## src/ast_pkg.sv

```systemverilog
package ast_pkg;

    localparam int DATA_W    = 9;
    localparam int TXQ_DEPTH = 4;
    localparam int RXQ_DEPTH = 4;
    localparam int QCNT_W    = 3;
    localparam int BAUD_W    = 16;

    // 16 baud ticks make one bit time; receiver samples on tick 7
    localparam logic [3:0] OVS_LAST = 4'hF;
    localparam logic [3:0] OVS_MID  = 4'h7;

    localparam logic [3:0] BITS_8 = 4'h7;
    localparam logic [3:0] BITS_9 = 4'h8;

    // frame format encodings
    localparam logic [1:0] FMT_8N = 2'h0;
    localparam logic [1:0] FMT_8E = 2'h1;
    localparam logic [1:0] FMT_8O = 2'h2;
    localparam logic [1:0] FMT_9N = 2'h3;

    // receive interrupt select encodings, fill levels before the push, and the transmit fill level before the pop
    localparam logic [1:0] RXI_FILL3 = 2'h2;
    localparam logic [1:0] RXI_FILL4 = 2'h3;
    localparam logic [2:0] LVL_PRE3  = 3'h2;
    localparam logic [2:0] LVL_PRE4  = 3'h3;
    localparam logic [2:0] LVL_LAST  = 3'h1;

    typedef enum logic [2:0] {
        ST_IDLE  = 3'b000,
        ST_START = 3'b001,
        ST_DATA  = 3'b010,
        ST_PAR   = 3'b011,
        ST_STOP  = 3'b100,
        ST_WAITH = 3'b101
    } ast_state_t;

    typedef struct packed {
        logic              parity_err_flag;
        logic              framing_err_flag;
        logic [DATA_W-1:0] data;
    } ast_rx_word_t;

endpackage : ast_pkg

```

## src/ast_fifo.sv

```systemverilog
`timescale 1ns/1ps
`default_nettype none

module ast_fifo #(
    parameter int W     = 9,
    parameter int DEPTH = 4
) (
    input  wire logic                         i_clock,
    input  wire logic                         i_nrst,
    input  wire logic                         i_flush,
    input  wire logic                         i_in_valid,
    output logic                              o_in_ready,
    input  wire logic [W-1:0]                 i_in_data,
    output logic                              o_out_valid,
    input  wire logic                         i_out_ready,
    output logic [W-1:0]                      o_out_data,
    output logic [$clog2(DEPTH+1)-1:0]        o_count
);
    localparam int AW = $clog2(DEPTH);
    localparam int CW = $clog2(DEPTH + 1);

    logic [W-1:0]  mem [DEPTH];
    logic [AW-1:0] wr_ptr;
    logic [AW-1:0] rd_ptr;
    logic          push;
    logic          pop;

    // a refused push leaves pointers and contents untouched
    assign o_in_ready  = (o_count != CW'(DEPTH));
    assign o_out_valid = (o_count != '0);
    assign push        = i_in_valid & o_in_ready;
    assign pop         = o_out_valid & i_out_ready;
    assign o_out_data  = mem[rd_ptr];

    always_ff @(posedge i_clock or negedge i_nrst) begin
        if (!i_nrst) begin
            wr_ptr  <= '0;
            rd_ptr  <= '0;
            o_count <= '0;
        end else if (i_flush) begin
            wr_ptr  <= '0;
            rd_ptr  <= '0;
            o_count <= '0;
        end else begin
            if (push)
                wr_ptr <= AW'(wr_ptr + 1'b1);
            if (pop)
                rd_ptr <= AW'(rd_ptr + 1'b1);
            if (push && !pop)
                o_count <= CW'(o_count + 1'b1);
            else if (pop && !push)
                o_count <= CW'(o_count - 1'b1);
        end
    end

    always_ff @(posedge i_clock) begin
        if (push)
            mem[wr_ptr] <= i_in_data;
    end

endmodule : ast_fifo

`default_nettype wire

```

## src/ast_uart.sv

```systemverilog
// What this block does
// - enable owns pins; line idles high; reset disables
// - disable flushes FIFOs, baud counter, aborts transfers
// - disable clears status flags, sets idle flags
// - alternate select moves both pins to alternates
// - frame format and stop count; default 8N1
// - load shifter at once; enable restarts baud
// - four-deep transmit FIFO with full indication
// - write to full transmit FIFO is dropped
// - both FIFOs cleared by reset or disable
// - transmit interrupt per pop or on empty
// - break forces line low, no interrupt
// - read pops FIFO, error flags follow head
// - four-deep receive FIFO, avail flag, empty-read harmless
// - receive interrupt per push or fill level
// - overrun when full; reception halts until cleared
// - framing error if any stop bit low
// - parity error only in parity formats
// - idle flag low from start to stop
// - long break gives zero word, waits high
// - address words always interrupt in address mode
// - tick every divisor plus one clocks
`timescale 1ns/1ps
`default_nettype none

module ast_uart (
    input  wire logic        i_clock,
    input  wire logic        i_nrst,
    input  wire logic        i_module_enable,
    input  wire logic        i_alt_pin_select,
    input  wire logic [1:0]  i_frame_format_sel,
    input  wire logic        i_stop_count_sel,
    input  wire logic [15:0] i_baud_divisor,
    input  wire logic        i_tx_enable_bit,
    input  wire logic        i_break_send,
    input  wire logic        i_tx_irq_select,
    input  wire logic [1:0]  i_rx_irq_select,
    input  wire logic        i_addr_detect_enable,
    input  wire logic        i_tx_write,
    input  wire logic [15:0] i_tx_data_port,
    input  wire logic        i_rx_read,
    input  wire logic        i_overrun_clear,
    input  wire logic        i_serial_in_pin,
    input  wire logic        i_alt_serial_in_pin,
    output logic             o_serial_out_pin,
    output logic             o_serial_out_oe,
    output logic             o_alt_serial_out_pin,
    output logic             o_alt_serial_out_oe,
    output logic [8:0]       o_rx_data_port,
    output logic             o_rx_data_avail,
    output logic             o_overrun_flag,
    output logic             o_framing_err_flag,
    output logic             o_parity_err_flag,
    output logic             o_rx_idle_flag,
    output logic             o_tx_fifo_full,
    output logic             o_tx_shifter_empty,
    output logic             o_tx_irq_flag,
    output logic             o_rx_irq_flag
);
    logic                          en;
    logic                          tx_en;
    logic                          tx_en_d;
    logic                          tx_en_rise;
    logic                          brk;
    logic                          nine_bit;
    logic                          has_par;
    logic [3:0]                    last_bit;
    logic [ast_pkg::BAUD_W-1:0]    baud_cnt;
    logic                          tick;

    logic                          txq_ready;
    logic                          txq_valid;
    logic                          txq_pop;
    logic [ast_pkg::DATA_W-1:0]    txq_data;
    logic [ast_pkg::QCNT_W-1:0]    txq_count;
    ast_pkg::ast_state_t           tx_state;
    logic [3:0]                    tx_sub;
    logic [3:0]                    tx_bit;
    logic [ast_pkg::DATA_W-1:0]    tx_shift;
    logic                          tx_par;
    logic                          tx_stopn;
    logic                          tx_line;

    logic                          rx_in;
    ast_pkg::ast_state_t           rx_state;
    logic [3:0]                    rx_sub;
    logic [3:0]                    rx_bit;
    logic [ast_pkg::DATA_W-1:0]    rx_shift;
    logic                          rx_framing_err_flag;
    logic                          rx_parity_err_flag;
    logic                          rx_stopn;
    logic                          rx_done;
    logic                          framing_err_flag_now;
    logic                          rx_push;
    ast_pkg::ast_rx_word_t         rx_word;
    logic                          rxq_ready;
    logic                          rxq_valid;
    logic                          rxq_pop;
    ast_pkg::ast_rx_word_t         rxq_head;
    logic [ast_pkg::QCNT_W-1:0]    rxq_count;
    logic                          rx_accept;
    logic                          overrun;

    assign en         = i_module_enable;
    assign tx_en      = en & i_tx_enable_bit;
    assign tx_en_rise = tx_en & ~tx_en_d;
    assign brk        = en & i_break_send;
    assign nine_bit   = (i_frame_format_sel == ast_pkg::FMT_9N);
    assign has_par    = (i_frame_format_sel == ast_pkg::FMT_8E) ||
                        (i_frame_format_sel == ast_pkg::FMT_8O);
    assign last_bit   = nine_bit ? ast_pkg::BITS_9 : ast_pkg::BITS_8;

    // ---------------- baud tick ----------------
    always_ff @(posedge i_clock or negedge i_nrst) begin
        if (!i_nrst)
            tx_en_d <= 1'b0;
        else
            tx_en_d <= tx_en;
    end

    // restarting from zero on enable lets a preloaded word leave promptly
    always_ff @(posedge i_clock or negedge i_nrst) begin
        if (!i_nrst) begin
            baud_cnt <= '0;
            tick     <= 1'b0;
        end else if (!en || tx_en_rise) begin
            baud_cnt <= '0;
            tick     <= 1'b0;
        end else if (baud_cnt >= i_baud_divisor) begin
            baud_cnt <= '0;
            tick     <= 1'b1;
        end else begin
            baud_cnt <= ast_pkg::BAUD_W'(baud_cnt + 1'b1);
            tick     <= 1'b0;
        end
    end

    // ---------------- transmit path ----------------
    ast_fifo #(
        .W     (ast_pkg::DATA_W),
        .DEPTH (ast_pkg::TXQ_DEPTH)
    ) u_txq (
        .i_clock     (i_clock),
        .i_nrst      (i_nrst),
        .i_flush     (!en),
        .i_in_valid  (i_tx_write),
        .o_in_ready  (txq_ready),
        .i_in_data   (i_tx_data_port[ast_pkg::DATA_W-1:0]),
        .o_out_valid (txq_valid),
        .i_out_ready (txq_pop),
        .o_out_data  (txq_data),
        .o_count     (txq_count)
    );

    assign txq_pop = tx_en && (tx_state == ast_pkg::ST_IDLE) && txq_valid;

    always_ff @(posedge i_clock or negedge i_nrst) begin
        if (!i_nrst) begin
            tx_state <= ast_pkg::ST_IDLE;
            tx_sub   <= '0;
            tx_bit   <= '0;
            tx_shift <= '0;
            tx_par   <= 1'b0;
            tx_stopn <= 1'b0;
            tx_line  <= 1'b1;
        end else if (!en) begin
            tx_state <= ast_pkg::ST_IDLE;
            tx_sub   <= '0;
            tx_line  <= 1'b1;
        end else if (txq_pop) begin
            tx_state <= ast_pkg::ST_START;
            tx_sub   <= '0;
            tx_bit   <= '0;
            tx_stopn <= 1'b0;
            tx_shift <= nine_bit ? txq_data : {1'b0, txq_data[7:0]};
            tx_par   <= (^txq_data[7:0]) ^ (i_frame_format_sel == ast_pkg::FMT_8O);
        end else if (tick && tx_state != ast_pkg::ST_IDLE) begin
            tx_sub <= 4'(tx_sub + 1'b1);
            // the line changes only on a tick, so the start bit waits for one
            if (tx_sub == '0) begin
                unique case (tx_state)
                    ast_pkg::ST_START: tx_line <= 1'b0;
                    ast_pkg::ST_DATA:  tx_line <= tx_shift[0];
                    ast_pkg::ST_PAR:   tx_line <= tx_par;
                    default:           tx_line <= 1'b1;
                endcase
            end
            if (tx_sub == ast_pkg::OVS_LAST) begin
                unique case (tx_state)
                    ast_pkg::ST_START: tx_state <= ast_pkg::ST_DATA;
                    ast_pkg::ST_DATA: begin
                        tx_shift <= tx_shift >> 1;
                        tx_bit   <= 4'(tx_bit + 1'b1);
                        if (tx_bit == last_bit)
                            tx_state <= has_par ? ast_pkg::ST_PAR : ast_pkg::ST_STOP;
                    end
                    ast_pkg::ST_PAR: tx_state <= ast_pkg::ST_STOP;
                    default: begin
                        if (i_stop_count_sel && !tx_stopn)
                            tx_stopn <= 1'b1;
                        else
                            tx_state <= ast_pkg::ST_IDLE;
                    end
                endcase
            end
        end
    end

    // pins: enable takes the pin chosen by alternate select; break overrides whatever is shifting
    always_ff @(posedge i_clock or negedge i_nrst) begin
        if (!i_nrst) begin
            o_serial_out_pin     <= 1'b1;
            o_serial_out_oe      <= 1'b0;
            o_alt_serial_out_pin <= 1'b1;
            o_alt_serial_out_oe  <= 1'b0;
        end else begin
            o_serial_out_oe      <= en && !i_alt_pin_select;
            o_alt_serial_out_oe  <= en && i_alt_pin_select;
            o_serial_out_pin     <= !(en && !i_alt_pin_select) || (tx_line && !brk);
            o_alt_serial_out_pin <= !(en && i_alt_pin_select) || (tx_line && !brk);
        end
    end

    always_ff @(posedge i_clock or negedge i_nrst) begin
        if (!i_nrst) begin
            o_tx_fifo_full     <= 1'b0;
            o_tx_shifter_empty <= 1'b1;
            o_tx_irq_flag      <= 1'b0;
        end else begin
            o_tx_fifo_full     <= en && !txq_ready;
            o_tx_shifter_empty <= (tx_state == ast_pkg::ST_IDLE) && !txq_pop;
            o_tx_irq_flag      <= txq_pop &&
                                  (!i_tx_irq_select || txq_count == ast_pkg::LVL_LAST);
        end
    end

    // ---------------- receive path ----------------
    assign rx_in    = i_alt_pin_select ? i_alt_serial_in_pin : i_serial_in_pin;
    assign framing_err_flag_now = rx_framing_err_flag || !rx_in;
    assign rx_done  = tick && rx_sub == ast_pkg::OVS_MID &&
                      rx_state == ast_pkg::ST_STOP && !(i_stop_count_sel && !rx_stopn);

    always_ff @(posedge i_clock or negedge i_nrst) begin
        if (!i_nrst) begin
            rx_state       <= ast_pkg::ST_IDLE;
            rx_sub         <= '0;
            rx_bit         <= '0;
            rx_shift       <= '0;
            rx_framing_err_flag        <= 1'b0;
            rx_parity_err_flag        <= 1'b0;
            rx_stopn       <= 1'b0;
            o_rx_idle_flag <= 1'b1;
        end else if (!en) begin
            rx_state       <= ast_pkg::ST_IDLE;
            o_rx_idle_flag <= 1'b1;
        end else if (rx_state == ast_pkg::ST_IDLE) begin
            if (!rx_in && !overrun) begin
                rx_state       <= ast_pkg::ST_START;
                rx_sub         <= '0;
                rx_bit         <= '0;
                rx_framing_err_flag        <= 1'b0;
                rx_parity_err_flag        <= 1'b0;
                rx_stopn       <= 1'b0;
                o_rx_idle_flag <= 1'b0;
            end
        end else if (rx_state == ast_pkg::ST_WAITH) begin
            if (rx_in)
                rx_state <= ast_pkg::ST_IDLE;
        end else if (tick) begin
            rx_sub <= 4'(rx_sub + 1'b1);
            if (rx_sub == ast_pkg::OVS_MID) begin
                unique case (rx_state)
                    ast_pkg::ST_START: begin
                        // a high sample here was a glitch, not a start bit
                        if (rx_in) begin
                            rx_state       <= ast_pkg::ST_IDLE;
                            o_rx_idle_flag <= 1'b1;
                        end else
                            rx_state <= ast_pkg::ST_DATA;
                    end
                    ast_pkg::ST_DATA: begin
                        rx_shift <= nine_bit ? {rx_in, rx_shift[8:1]}
                                             : {1'b0, rx_in, rx_shift[7:1]};
                        rx_bit   <= 4'(rx_bit + 1'b1);
                        if (rx_bit == last_bit)
                            rx_state <= has_par ? ast_pkg::ST_PAR : ast_pkg::ST_STOP;
                    end
                    ast_pkg::ST_PAR: begin
                        rx_parity_err_flag  <= rx_in ^ (^rx_shift[7:0]) ^
                                    (i_frame_format_sel == ast_pkg::FMT_8O);
                        rx_state <= ast_pkg::ST_STOP;
                    end
                    default: begin
                        rx_framing_err_flag <= framing_err_flag_now;
                        if (i_stop_count_sel && !rx_stopn)
                            rx_stopn <= 1'b1;
                        else begin
                            o_rx_idle_flag <= 1'b1;
                            // a held-low line must rise before a new start counts
                            rx_state <= rx_in ? ast_pkg::ST_IDLE : ast_pkg::ST_WAITH;
                        end
                    end
                endcase
            end
        end
    end

    // the word is pushed one cycle after its last stop sample
    always_ff @(posedge i_clock or negedge i_nrst) begin
        if (!i_nrst) begin
            rx_push <= 1'b0;
            rx_word <= '0;
        end else begin
            rx_push      <= en && rx_done && rxq_ready;
            rx_word.data <= rx_shift;
            rx_word.framing_err_flag <= framing_err_flag_now;
            rx_word.parity_err_flag <= rx_parity_err_flag && has_par;
        end
    end

    // only a pop can change the fill level meanwhile, so the push never stalls
    always_ff @(posedge i_clock or negedge i_nrst) begin
        if (!i_nrst)
            overrun <= 1'b0;
        else if (!en)
            overrun <= 1'b0;
        else if (rx_done && !rxq_ready)
            overrun <= 1'b1;
        else if (i_overrun_clear)
            overrun <= 1'b0;
    end

    ast_fifo #(
        .W     ($bits(ast_pkg::ast_rx_word_t)),
        .DEPTH (ast_pkg::RXQ_DEPTH)
    ) u_rxq (
        .i_clock     (i_clock),
        .i_nrst      (i_nrst),
        .i_flush     (!en),
        .i_in_valid  (rx_push),
        .o_in_ready  (rxq_ready),
        .i_in_data   (rx_word),
        .o_out_valid (rxq_valid),
        .i_out_ready (rxq_pop),
        .o_out_data  (rxq_head),
        .o_count     (rxq_count)
    );

    assign rxq_pop   = i_rx_read && rxq_valid;
    assign rx_accept = rx_push && rxq_ready;

    // status shows the head word; an empty FIFO leaves the old value readable
    always_ff @(posedge i_clock or negedge i_nrst) begin
        if (!i_nrst) begin
            o_rx_data_port     <= '0;
            o_framing_err_flag <= 1'b0;
            o_parity_err_flag  <= 1'b0;
            o_rx_data_avail    <= 1'b0;
            o_overrun_flag     <= 1'b0;
        end else begin
            o_rx_data_avail <= en && rxq_valid;
            o_overrun_flag  <= en && (overrun || (rx_done && !rxq_ready));
            if (!en) begin
                o_framing_err_flag <= 1'b0;
                o_parity_err_flag  <= 1'b0;
            end else if (rxq_valid) begin
                o_rx_data_port     <= rxq_head.data;
                o_framing_err_flag <= rxq_head.framing_err_flag;
                o_parity_err_flag  <= rxq_head.parity_err_flag;
            end
        end
    end

    always_ff @(posedge i_clock or negedge i_nrst) begin
        if (!i_nrst)
            o_rx_irq_flag <= 1'b0;
        else if (!rx_accept)
            o_rx_irq_flag <= 1'b0;
        else if (i_addr_detect_enable && nine_bit)
            o_rx_irq_flag <= rx_word.data[8];
        else if (i_rx_irq_select == ast_pkg::RXI_FILL3)
            o_rx_irq_flag <= (rxq_count == ast_pkg::LVL_PRE3);
        else if (i_rx_irq_select == ast_pkg::RXI_FILL4)
            o_rx_irq_flag <= (rxq_count == ast_pkg::LVL_PRE4);
        else
            o_rx_irq_flag <= 1'b1;
    end

endmodule : ast_uart

`default_nettype wire

```

## config.mk

```make
export PLATFORM = sky130hd
export DESIGN_NAME = ast_uart
export DESIGN_NICKNAME = d
export VERILOG_FILES = /design/src/ast_pkg.sv /design/src/ast_fifo.sv /design/src/ast_uart.sv
export SDC_FILE = /design/constraint.sdc
export NUM_CORES = 1
export LEC_CHECK = 0
export ABC_CLOCK_PERIOD_IN_PS = 3600
export BUFFER_PORTS_ARGS = -buffer_cell sky130_fd_sc_hd__clkbuf_2
export CORE_MARGIN = 2
export CORE_UTILIZATION = 45
export CTS_CLUSTER_DIAMETER = 30
export DETAILED_ROUTE_END_ITERATION = 12
export GPL_TIMING_DRIVEN = 0
export PLACE_DENSITY = 0.7
export SLEW_MARGIN = 20
export SYNTH_ARGS = -nofsm -noshare
export SYNTH_HDL_FRONTEND = slang
export SYNTH_HIERARCHICAL = 1
export SYNTH_SLANG_ARGS = --single-unit
```

## constraint.sdc

```tcl
create_clock -name i_clock -period 3.6 [get_ports i_clock]
set_input_delay 0.54 -clock i_clock [delete_from_list [all_inputs] [get_ports i_clock]]
set_output_delay 0.54 -clock i_clock [all_outputs]
set_load 0.01 [all_outputs]
```

# After elaboration in Yosys (flattened, before gate mapping)
# Memories as Yosys holds them, arrays and structs flattened.
# Cells that the tools add are included.
[word_totals]
in_bits = 50
word_cells = 323
memories = 2
register_bits = 113
out_inout_bits = 22
ram_bits = 80
[op_classes]
n_reduce_logical = 87
bitwise = 13
magnitude_cmp = 1
n_addsub = 13
n_mux = 112
n_eq_ne = 53
[mem_list]
columns = ["memory", "depth", "word_bits", "read_ports", "rd_ports_with_merged_regs", "write_ports", "line", "text"]
rows = [
  ["u_rxq.mem", 4, 11, 1, 0, 1, "ast_fifo.sv:22", "logic [W-1:0] mem [DEPTH];"],
  ["u_txq.mem", 4, 9, 1, 0, 1, "ast_fifo.sv:22", ""],
]
[ops]
columns = ["operator", "count"]
rows = [
  ["3-bit 2-to-1 mux", 23],
  ["4-bit 2-to-1 mux", 17],
  ["9-bit 2-to-1 mux", 6],
  ["1-bit 2-to-1 mux", 51],
  ["16-bit 2-to-1 mux", 2],
  ["6-bit AND reduction", 5],
  ["1-bit logical AND", 28],
  ["3-bit by 1-bit != test with 1-bit output, second input constant", 7],
  ["2-bit by 1-bit != test with 1-bit output, second input constant", 10],
  ["3-bit by 2-bit == test with 1-bit output, second input constant", 6],
  ["1-bit zero test", 18],
  ["2-bit 2-to-1 mux", 9],
  ["3-bit case mux with 3 select lines", 2],
  ["2-bit nonzero test", 9],
  ["16-bit by 1-bit adder with 16-bit output, second input constant", 1],
  ["4-bit by 1-bit adder with 4-bit output, second input constant", 4],
  ["16-bit >= comparator", 1],
  ["8-bit parity", 2],
  ["7-bit AND reduction", 2],
  ["4-bit != test, second input constant", 3],
  ["4-bit AND reduction", 3],
  ["3-bit by 1-bit == test with 1-bit output, second input constant", 3],
  ["3-bit != test, second input constant", 3],
  ["3-bit nonzero test", 3],
  ["29 further kinds", 61],
]

# Depth between registers and ports, before layout
# Gate-level depths: netlist of the first run.
[depth]
word_depth = 10
depth_mapped = 14
depth_no_buf = 10

# Cells and area by module
# The synthesis of the first run kept the hierarchy.
[modules_own_cells]
columns = ["module", "n_inst", "cells_each", "seq_area_each_um2", "area_each_um2"]
rows = [
  ["ast_uart", 1, 489, 2483.6, 5029.8],
  ["ast_fifo (u_rxq)", 1, 117, 1496.4, 2114.5],
  ["ast_fifo (u_txq)", 1, 107, 1256.2, 1825.5],
]

# Worst setup path before layout of the first run
# No wires, ideal clock.
[synth_path]
path_kind = "input -> register"
from = "input i_module_enable"
to = "register u_txq.o_count[2]"
slack_ps = 281
arrival_ps = 3225
cell_stages = 14
setup_time_ps = 94
required_time_ps = 3506
cell_sequence = "clkbuf_1 > inv_2 > nor2_1 > nand3_1 > inv_2 > buf_2 > buf_1 > buf_2 > o21ai_0 > and3_1 > fa_1 > and3b_1 > a21o_1 > a211oi_1"
[synth_between]
elab_chain_len = 8
[synth_lines]
columns = ["item", "line", "text"]
rows = [
  ["start: declaration", "ast_uart.sv:29", "input wire logic i_module_enable,"],
  ["1-bit AND *", "ast_uart.sv:105", "assign tx_en = en & i_tx_enable_bit;"],
  ["named net tx_en", "ast_uart.sv:61", "logic tx_en;"],
  ["1-bit logical AND * (2 in a row)", "ast_uart.sv:155", "assign txq_pop = tx_en && (tx_state == ast_pkg::ST_IDLE) && txq_valid;"],
  ["named net txq_pop", "ast_uart.sv:73", "logic txq_pop;"],
  ["1-bit AND *", "ast_fifo.sv:32", "assign pop = o_out_valid & i_out_ready;"],
  ["1-bit zero test", "ast_fifo.sv:49", "if (push && !pop)"],
  ["1-bit logical AND", "ast_fifo.sv:49", ""],
  ["3-bit 2-to-1 mux", "ast_fifo.sv:49", ""],
  ["3-bit 2-to-1 mux", "ast_fifo.sv:40", "end else if (i_flush) begin"],
  ["end signal: assignment", "ast_fifo.sv:50", "o_count <= CW'(o_count + 1'b1);"],
  ["end signal: assignment", "ast_fifo.sv:52", "o_count <= CW'(o_count - 1'b1);"],
  ["end: declaration", "ast_fifo.sv:17", "output logic [$clog2(DEPTH+1)-1:0] o_count"],
]
# Mark *: on every way through the listed nets, which the timed path passes. The rest lies on a longest branch.
# A chain may end at the register's enable or synchronous reset.

# Final worst setup path of the first run
[layout_path]
from = "register u_txq.o_count[0]"
to = "register u_txq.o_count[2]"
[layout_between]
elab_chain_len = 7
[layout_lines]
columns = ["item", "line", "text"]
rows = [
  ["3-bit nonzero test *", "ast_fifo.sv:30", "assign o_out_valid = (o_count != '0);"],
  ["named net txq_valid", "ast_uart.sv:72", "logic txq_valid;"],
  ["1-bit logical AND", "ast_uart.sv:155", ""],
  ["1-bit AND *", "ast_fifo.sv:32", ""],
  ["1-bit zero test", "ast_fifo.sv:49", ""],
  ["1-bit logical AND", "ast_fifo.sv:49", ""],
  ["3-bit 2-to-1 mux", "ast_fifo.sv:49", ""],
  ["3-bit 2-to-1 mux", "ast_fifo.sv:40", ""],
]
# Mark *: on every way through the listed nets, which the timed path passes. The rest lies on a longest branch. The select of a mux whose other input is x is not followed.

==> results.py, run 1 <==
metrics = {
    "cells_and_area": {
        "design_area_sq_um": 10200,
        "nNetsFinal": 879,
        "multi_input_area_sq_um": 3440,
        "layout-drive-gt1-share_pct": 19.7,
        "diodes": 0,
        "n_fill_cell": 1698,
        "final-seq-area_sq_um": 5240,
        "syn_to_final_growth_pct": 13.9,
    },
    "timing": {
        "fin_hold_ws_ns": 0.0599,
        "slew_headroom_pct": 47.8,
        "finClkSkew_ns": 0.0106,
        "period_needed_ns": 3.24,
        "grt_setup_unrepaired": "false",
        "finalSetupViolCount": 0,
        "worst_pin_slew_ns": 0.771,
        "report.final.slew_viol_count": 0,
        "fin_crit_sh_pct": 90.1,
        "clock.fmax_ghz": 0.308,
        "hold_viol_final": 0,
    },
    "synth": {
        "yosysWarnings": 6,
        "synth_area_sq_um": 8970,
        "synth-edff-count": 80,
        "syn-num-nets": 797,
        "synthTopCellsByCount": "108 x dfrtp_1, 80 x edfxtp_1, 47 x nor2_1",
        "synth-seq-cells": 193,
        "syn_inst": 713,
        "synth_most_common_cell": "dfrtp_1",
        "post-synth-top-area-cell": "dfrtp_1",
        "async_flop_share_pct": 58.5,
        "synth_top_area_share_pct": 30.1,
        "synth-main-ff-cell": "dfrtp_1",
        "synth.area.top_cells": "dfrtp_1 30%, edfxtp_1 27%, mux4_2 5.0%, ha_1 4.5%, xnor2_1 2.6%",
        "syn_area_per_cell_sq_um": 12.6,
        "yosysUniqueCellTypes": 70,
        "yosysSeqAreaShare_pct": 58.4,
    },
    "floorplanning": {
        "core_area_sq_um": 19500,
        "boundaryPins": 72,
        "dieArea_sq_um": 21100,
        "die_h_microns": 145,
        "die_w_microns": 145,
        "start_util_pct": 45.9,
        "row_count": 51,
    },
    "run": {
        "drv_cap": 0,
    },
    "worst_setup_path": {
        "critPathArrivalTime_ns": 3.58,
        "r2r-end": "u_txq/o_count[2]",
        "crit_chain": "clkbuf_1, or3_2, nand3_2, inv_2, clkbuf_4, buf_2, o21ai_0, and3_1, fa_1, and3b_1, a21o_1, a211oi_1",
        "regToRegSetupSlack_ns": 0.36,
        "critPathSlowestCell": "fa_1",
        "startpoint_type": "flop",
        "path_class": "reg -> reg",
        "r2r-start": "u_txq/o_count[0]",
        "reg2reg_depth": 12,
        "critPathBufInv": 4,
        "crit_path_max_incr_delay_ns": 0.43,
        "crit_path_max_fanout": 19,
        "endpoint_kind": "flop",
        "cp_top_family": "buffers and inverters",
        "cp.required_ns": 3.94,
    },
    "routing": {
        "ant_nets": 0,
        "dr.pass1.iters": 4,
        "viasPerCell": 5.28,
        "drcViolationCount": 0,
        "routedWlPerCell_microns": 15.3,
        "drt_iter0_drc": 263,
        "num_vias": 5666,
        "routed_wl_microns": 16500,
    },
    "placed_design": {
        "place.gp.congestion": 0.840,
        "hpwl_microns": 11600,
        "io_buffers": 64,
        "dpl_cell_area_sq_um": 9660,
    },
    "global_routing": {
        "grt_remaining_overflow": 0,
        "antenna_found_initial": 1,
        "grt_pass1_vias": 5626,
        "gr-usage-all-layers_pct": 16.4,
        "grt_pass1_wl_microns": 27900,
        "grt_max_degree": 62,
    },
    "clocking": {
        "clock-root-buffer": "clkbuf_16",
        "clock_sinks": 193,
        "ctsHoldBuffers": 0,
        "clockBufferDepth": 2,
        "cts_buffers": 17,
        "clock_latency_ns": 0.42,
        "cts_tree": "done",
        "clk_pin_slew_ns": 0.07,
        "htreeDepth": 4,
    },
    "power_and_ir_drop": {
        "power-per-cell-area_nw_per_um2": 524,
        "total_power_uw": 5350,
        "ir_drop_mv": 0.356,
        "cellLeakagePower_uw": 0.00434,
    },
    "run_status": {
        "status": "completed",
    },
    "worst_hold_path": {
        "hold_class": "in -> async",
    },
}
[metrics by stage]
| stage | utilization [%] | worst slack, ns | instances | TNS (ns) |
|---|---|---|---|---|
| 2_1_floorplan | - | 0.281 | 713 | 0 |
| 3_3_place_gp | 49.3 | -0.794 | 1042 | -1.68 |
| 3_5_place_dp | 49.5 | -0.810 | 1043 | -1.74 |
| 4_1_cts | 52.3 | 0.0994 | 1073 | 0 |
| 5_1_grt | 52.3 | 0.0841 | 1073 | 0 |
| 6_report | 52.3 | 0.357 | 1073 | 0 |
[kinds of logic after synthesis]
group	Yosys count	synth area share [%]
buffers and inverters	76	3.32
xor gates and xnor gates	42	4.10
and+or+nand+nor	202	11.6
AOI/OAI and AO/OA	114	8.76
DFF	193	58.4
adders and majority gates	34	4.91
muxes	52	8.90
[layout by cell type (no fill, tap or decap), types with 17 or more instances in the layout]
cell type / instances
a21oi_1: 26
clkbuf_1: 18
clkbuf_16: 17
clkbuf_2: 63
dfrtp_1: 108
edfxtp_1: 80
ha_1: 32
inv_1: 44
mux4_2: 20
nand2_1: 42
nand3_1: 22
nor2_1: 47
nor3_1: 23
o21ai_0: 22
xnor2_1: 27
[sequential cells by signal, summed over array words and instances, names as in the netlist, 3 cells and up]
signal and cells:
rx_state 3, rx_bit 4, tx_sub 4, tx_bit 4, rx_shift 9, u_txq/mem 36
u_rxq/mem 44, u_rxq/o_count 3, rx_sub 4, o_rx_data_port 9, rx_word 11, tx_state 3
u_txq/o_count 3, baud_cnt 16, tx_shift 9
[how the worst max path moves through the flow]
stage | startpoint | end | cells after the start
4_1_cts | u_txq/o_count[0] | u_txq/o_count[2] | 12
6_report | u_txq/o_count[0] | u_txq/o_count[2] | 12
3_3_place_gp | i_module_enable | u_txq/o_count[2] | 15
2_1_floorplan | i_module_enable | u_txq/o_count[2] | 14
3_5_place_dp | i_module_enable | u_txq/o_count[2] | 15
5_1_grt | u_txq/o_count[0] | u_txq/o_count[2] | 12
[power by group]
group,internal [uW],total [uW],switching (uW)
Clock,918,1780,860
Sequential,2480,2600,113
Combinational,418,976,558
Total,3820,5350,1530
[routing by layer]
| layer | vias up | track usage (%) | part of all wire [%] |
|---|---|---|---|
| li1 | 2760 | - | - |
| met1 | 2805 | 22.0 | 47 |
| met2 | 90 | 26.7 | 48 |
| met3 | 11 | 4.03 | 4.0 |
| met4 | 0 | 5.00 | 0.91 |
| met5 | - | 0 | 0 |
[cell type report]
cell class                      count  area share, %
Buffer                             28           1.18
Clock buffer                       17           4.16
Clock inverter                     15           1.35
Inverter                           46           1.69
Multi-Input combinational cell    444           33.7
Sequential cell                   193           51.2
Tap cell                          265           3.24
Timing Repair Buffer               65           3.49
[worst reg2reg max path, cell delays in order, from the launching register on]
cell and delay (ns):
dfrtp_1 0.36, clkbuf_1 0.31, or3_2 0.24, nand3_2 0.21, inv_2 0.15, clkbuf_4 0.27, buf_2 0.24, o21ai_0 0.13
and3_1 0.22, fa_1 0.43, and3b_1 0.22, a21o_1 0.15, a211oi_1 0.21
[timing repair]
action,4_1_cts,5_1_grt
pin swaps,0,0
setup endpoints to repair,2,1
resized for setup,0,2
buffers inserted,0,0
Power figures use the tool's default switching activity.
==> run 2: changes to the inputs <==
RECOVER_POWER = 25   (was default)
==> run 2 against run 1 <==
Compared with the run above: the run now ends with capacitance limit, slew limit left; count of clock-buffer cells in the layout unchanged; clock skew grew 0.0039 ns; utilization fell by 0.11 points; register-to-register slack barely moved; total power about the same; via count decreased by 0.21%; global-route usage stayed put; critical path depth is the same; first-iteration DRC count up 15%; critical endpoint unchanged.
==> results.py, run 2 (synthesis results as in run 1) <==
metrics = {
    "worst_setup_path": {
        "startpoint_type": "flop",
        "critPathBufInv": 4,
        "cp-endpoint": "u_txq/o_count[2]",
        "crit_path_max_fanout": 19,
        "reg2reg_depth": 12,
        "critPathSlowestCell": "fa_1",
        "path_class": "reg -> reg",
        "cp_top_family": "buffers and inverters",
        "cp.depth": 12,
        "endpoint_kind": "flop",
        "cp.required_ns": 3.93,
        "setup.worst_path.start": "u_txq/o_count[0]",
        "crit_chain": "clkbuf_1, or3_2, nand3_2, inv_2, clkbuf_4, buf_2, o21ai_0, and3_1, fa_1, and3b_1, a21o_1, a211oi_1",
        "critPathArrivalTime_ns": 3.59,
        "crit_path_max_incr_delay_ns": 0.43,
        "regToRegSetupSlack_ns": 0.35,
        "r2r-end": "u_txq/o_count[2]",
        "r2r-start": "u_txq/o_count[0]",
    },
    "run_status": {
        "status": "complete, but fails checks",
        "failed_checks": "capacitance limit, slew limit",
    },
    "routing": {
        "routed_wl_microns": 16400,
        "drt_iter0_drc": 303,
        "ant_nets": 0,
        "drcViolationCount": 0,
        "num_vias": 5654,
        "viasPerCell": 5.27,
        "dr.pass1.iters": 4,
        "routedWlPerCell_microns": 15.3,
    },
    "clocking": {
        "clockBufferDepth": 2,
        "htreeDepth": 4,
        "clock-root-buffer": "clkbuf_16",
        "post-cts-setup-buffers": 0,
        "clock_sinks": 193,
        "cts_buffers": 17,
        "clk_pin_slew_ns": 0.07,
        "clock_latency_ns": 0.43,
        "cts_tree": "done",
    },
    "timing": {
        "finClkSkew_ns": 0.0145,
        "slew_headroom_pct": -93.2,
        "finalSetupViolCount": 0,
        "clock.fmax_ghz": 0.307,
        "report.final.slew_viol_count": 53,
        "fin_crit_sh_pct": 90.4,
        "period_needed_ns": 3.25,
        "hold_viol_final": 0,
        "setup_tns_ns": 0,
        "worst_pin_slew_ns": 2.90,
        "grt_setup_unrepaired": "false",
        "fin_hold_ws_ns": 0.289,
    },
    "cells_and_area": {
        "layout_commonest_cell": "dfrtp_1",
        "n_fill_cell": 1701,
        "layout_common_cells": "108 x dfrtp_1, 80 x edfxtp_1, 54 x clkbuf_2",
        "stdcell_count": 1073,
        "diodes": 0,
        "nNetsFinal": 879,
        "syn_to_final_growth_pct": 13.7,
        "design_area_sq_um": 10200,
        "top_regs": "u_rxq/mem x44, u_txq/mem x36, baud_cnt x16",
        "largest_register_ffs": 44,
        "regMostFlops": "u_rxq/mem",
        "layout-drive-gt1-share_pct": 18.4,
    },
    "power_and_ir_drop": {
        "power-per-cell-area_nw_per_um2": 525,
        "cellLeakagePower_uw": 0.00431,
        "ir_drop_mv": 0.357,
    },
    "global_routing": {
        "gr-usage-all-layers_pct": 16.4,
        "grt_pass1_vias": 5626,
        "antenna_found_initial": 1,
        "grt_max_degree": 62,
        "grt_pass1_wl_microns": 27900,
        "grt_remaining_overflow": 0,
    },
    "floorplanning": {
        "die_w_microns": 145,
        "core_area_sq_um": 19500,
        "dieArea_sq_um": 21100,
        "die_h_microns": 145,
        "row_count": 51,
        "start_util_pct": 45.9,
        "boundaryPins": 72,
    },
    "placed_design": {
        "dpl_cell_area_sq_um": 9660,
        "place.gp.congestion": 0.840,
        "dp.cells": 1043,
        "io_buffers": 64,
        "hpwl_microns": 11600,
    },
    "run": {
        "drv_cap": 1,
    },
    "worst_hold_path": {
        "hold_class": "in -> reg",
    },
}
==> run 2: cell counts in the layout (fill, tap and decap cells not counted) <==
No cell type changed its count.
==> run 2: metrics by stage <==
| stage | worst slack (ns) | utilization (%) | total power [uW] |
|---|---|---|---|
| 3_5_place_dp | -0.810 | 49.5 | 3620 |
| 3_3_place_gp | -0.794 | 49.3 | 3590 |
| 2_1_floorplan | 0.281 | - | 3310 |
| 6_report | 0.346 | 52.2 | 5350 |
| 5_1_grt | 0.0841 | 52.2 | 5620 |
| 4_1_cts | 0.0994 | 52.3 | 5410 |
==> run 2: worst min path at each step <==
stage / startpoint / endpoint / slack [ns] / cells past startpoint
global route: i_tx_irq_select / o_tx_irq_flag / 0.27 / 2
finish: i_tx_irq_select / o_tx_irq_flag / 0.29 / 2
floorplan: i_nrst / baud_cnt[0] / 0.24 / 0
detailed placement: rx_shift[0] / rx_word[0] / 0.42 / 0
CTS: i_nrst / o_rx_data_port[7] / 0.07 / 1
global placement: rx_shift[0] / rx_word[0] / 0.41 / 0
==> run 2: what timing repair did <==
item | CTS | global route
hold buffers | 0 | 0
endpoints found under the setup margin | 2 | 1
hold endpoints to repair | 0 | 0
gates resized for setup | 0 | 2
==> run 2: layer usage <==
| metal | global-route usage (%) | wire [microns] |
|---|---|---|
| met5 | 0 | 0 |
| met1 | 22.0 | 7660 |
| met4 | 5.00 | 186 |
| met2 | 26.7 | 7880 |
| met3 | 4.03 | 709 |
==> run 2: power breakdown <==
| part | switching [uW] | leakage [uW] | internal (uW) | total (uW) |
|---|---|---|---|---|
| sequential | 113 | 0.00229 | 2480 | 2600 |
| combinational | 558 | 0.00174 | 416 | 974 |
| clock | 861 | 0.000278 | 918 | 1780 |
==> run 2: cell type report <==
| type | count | area, sq um | share of cell area, % |
|---|---|---|---|
| clock buffer | 17 | 425 | 4.17 |
| inverter | 46 | 173 | 1.69 |
| clock inverter | 15 | 138 | 1.35 |
| multi-input combinational | 444 | 3440 | 33.7 |
| tap | 265 | 332 | 3.25 |
| sequential | 193 | 5240 | 51.3 |
| timing repair buffer | 65 | 335 | 3.29 |
| buffer | 28 | 120 | 1.18 |
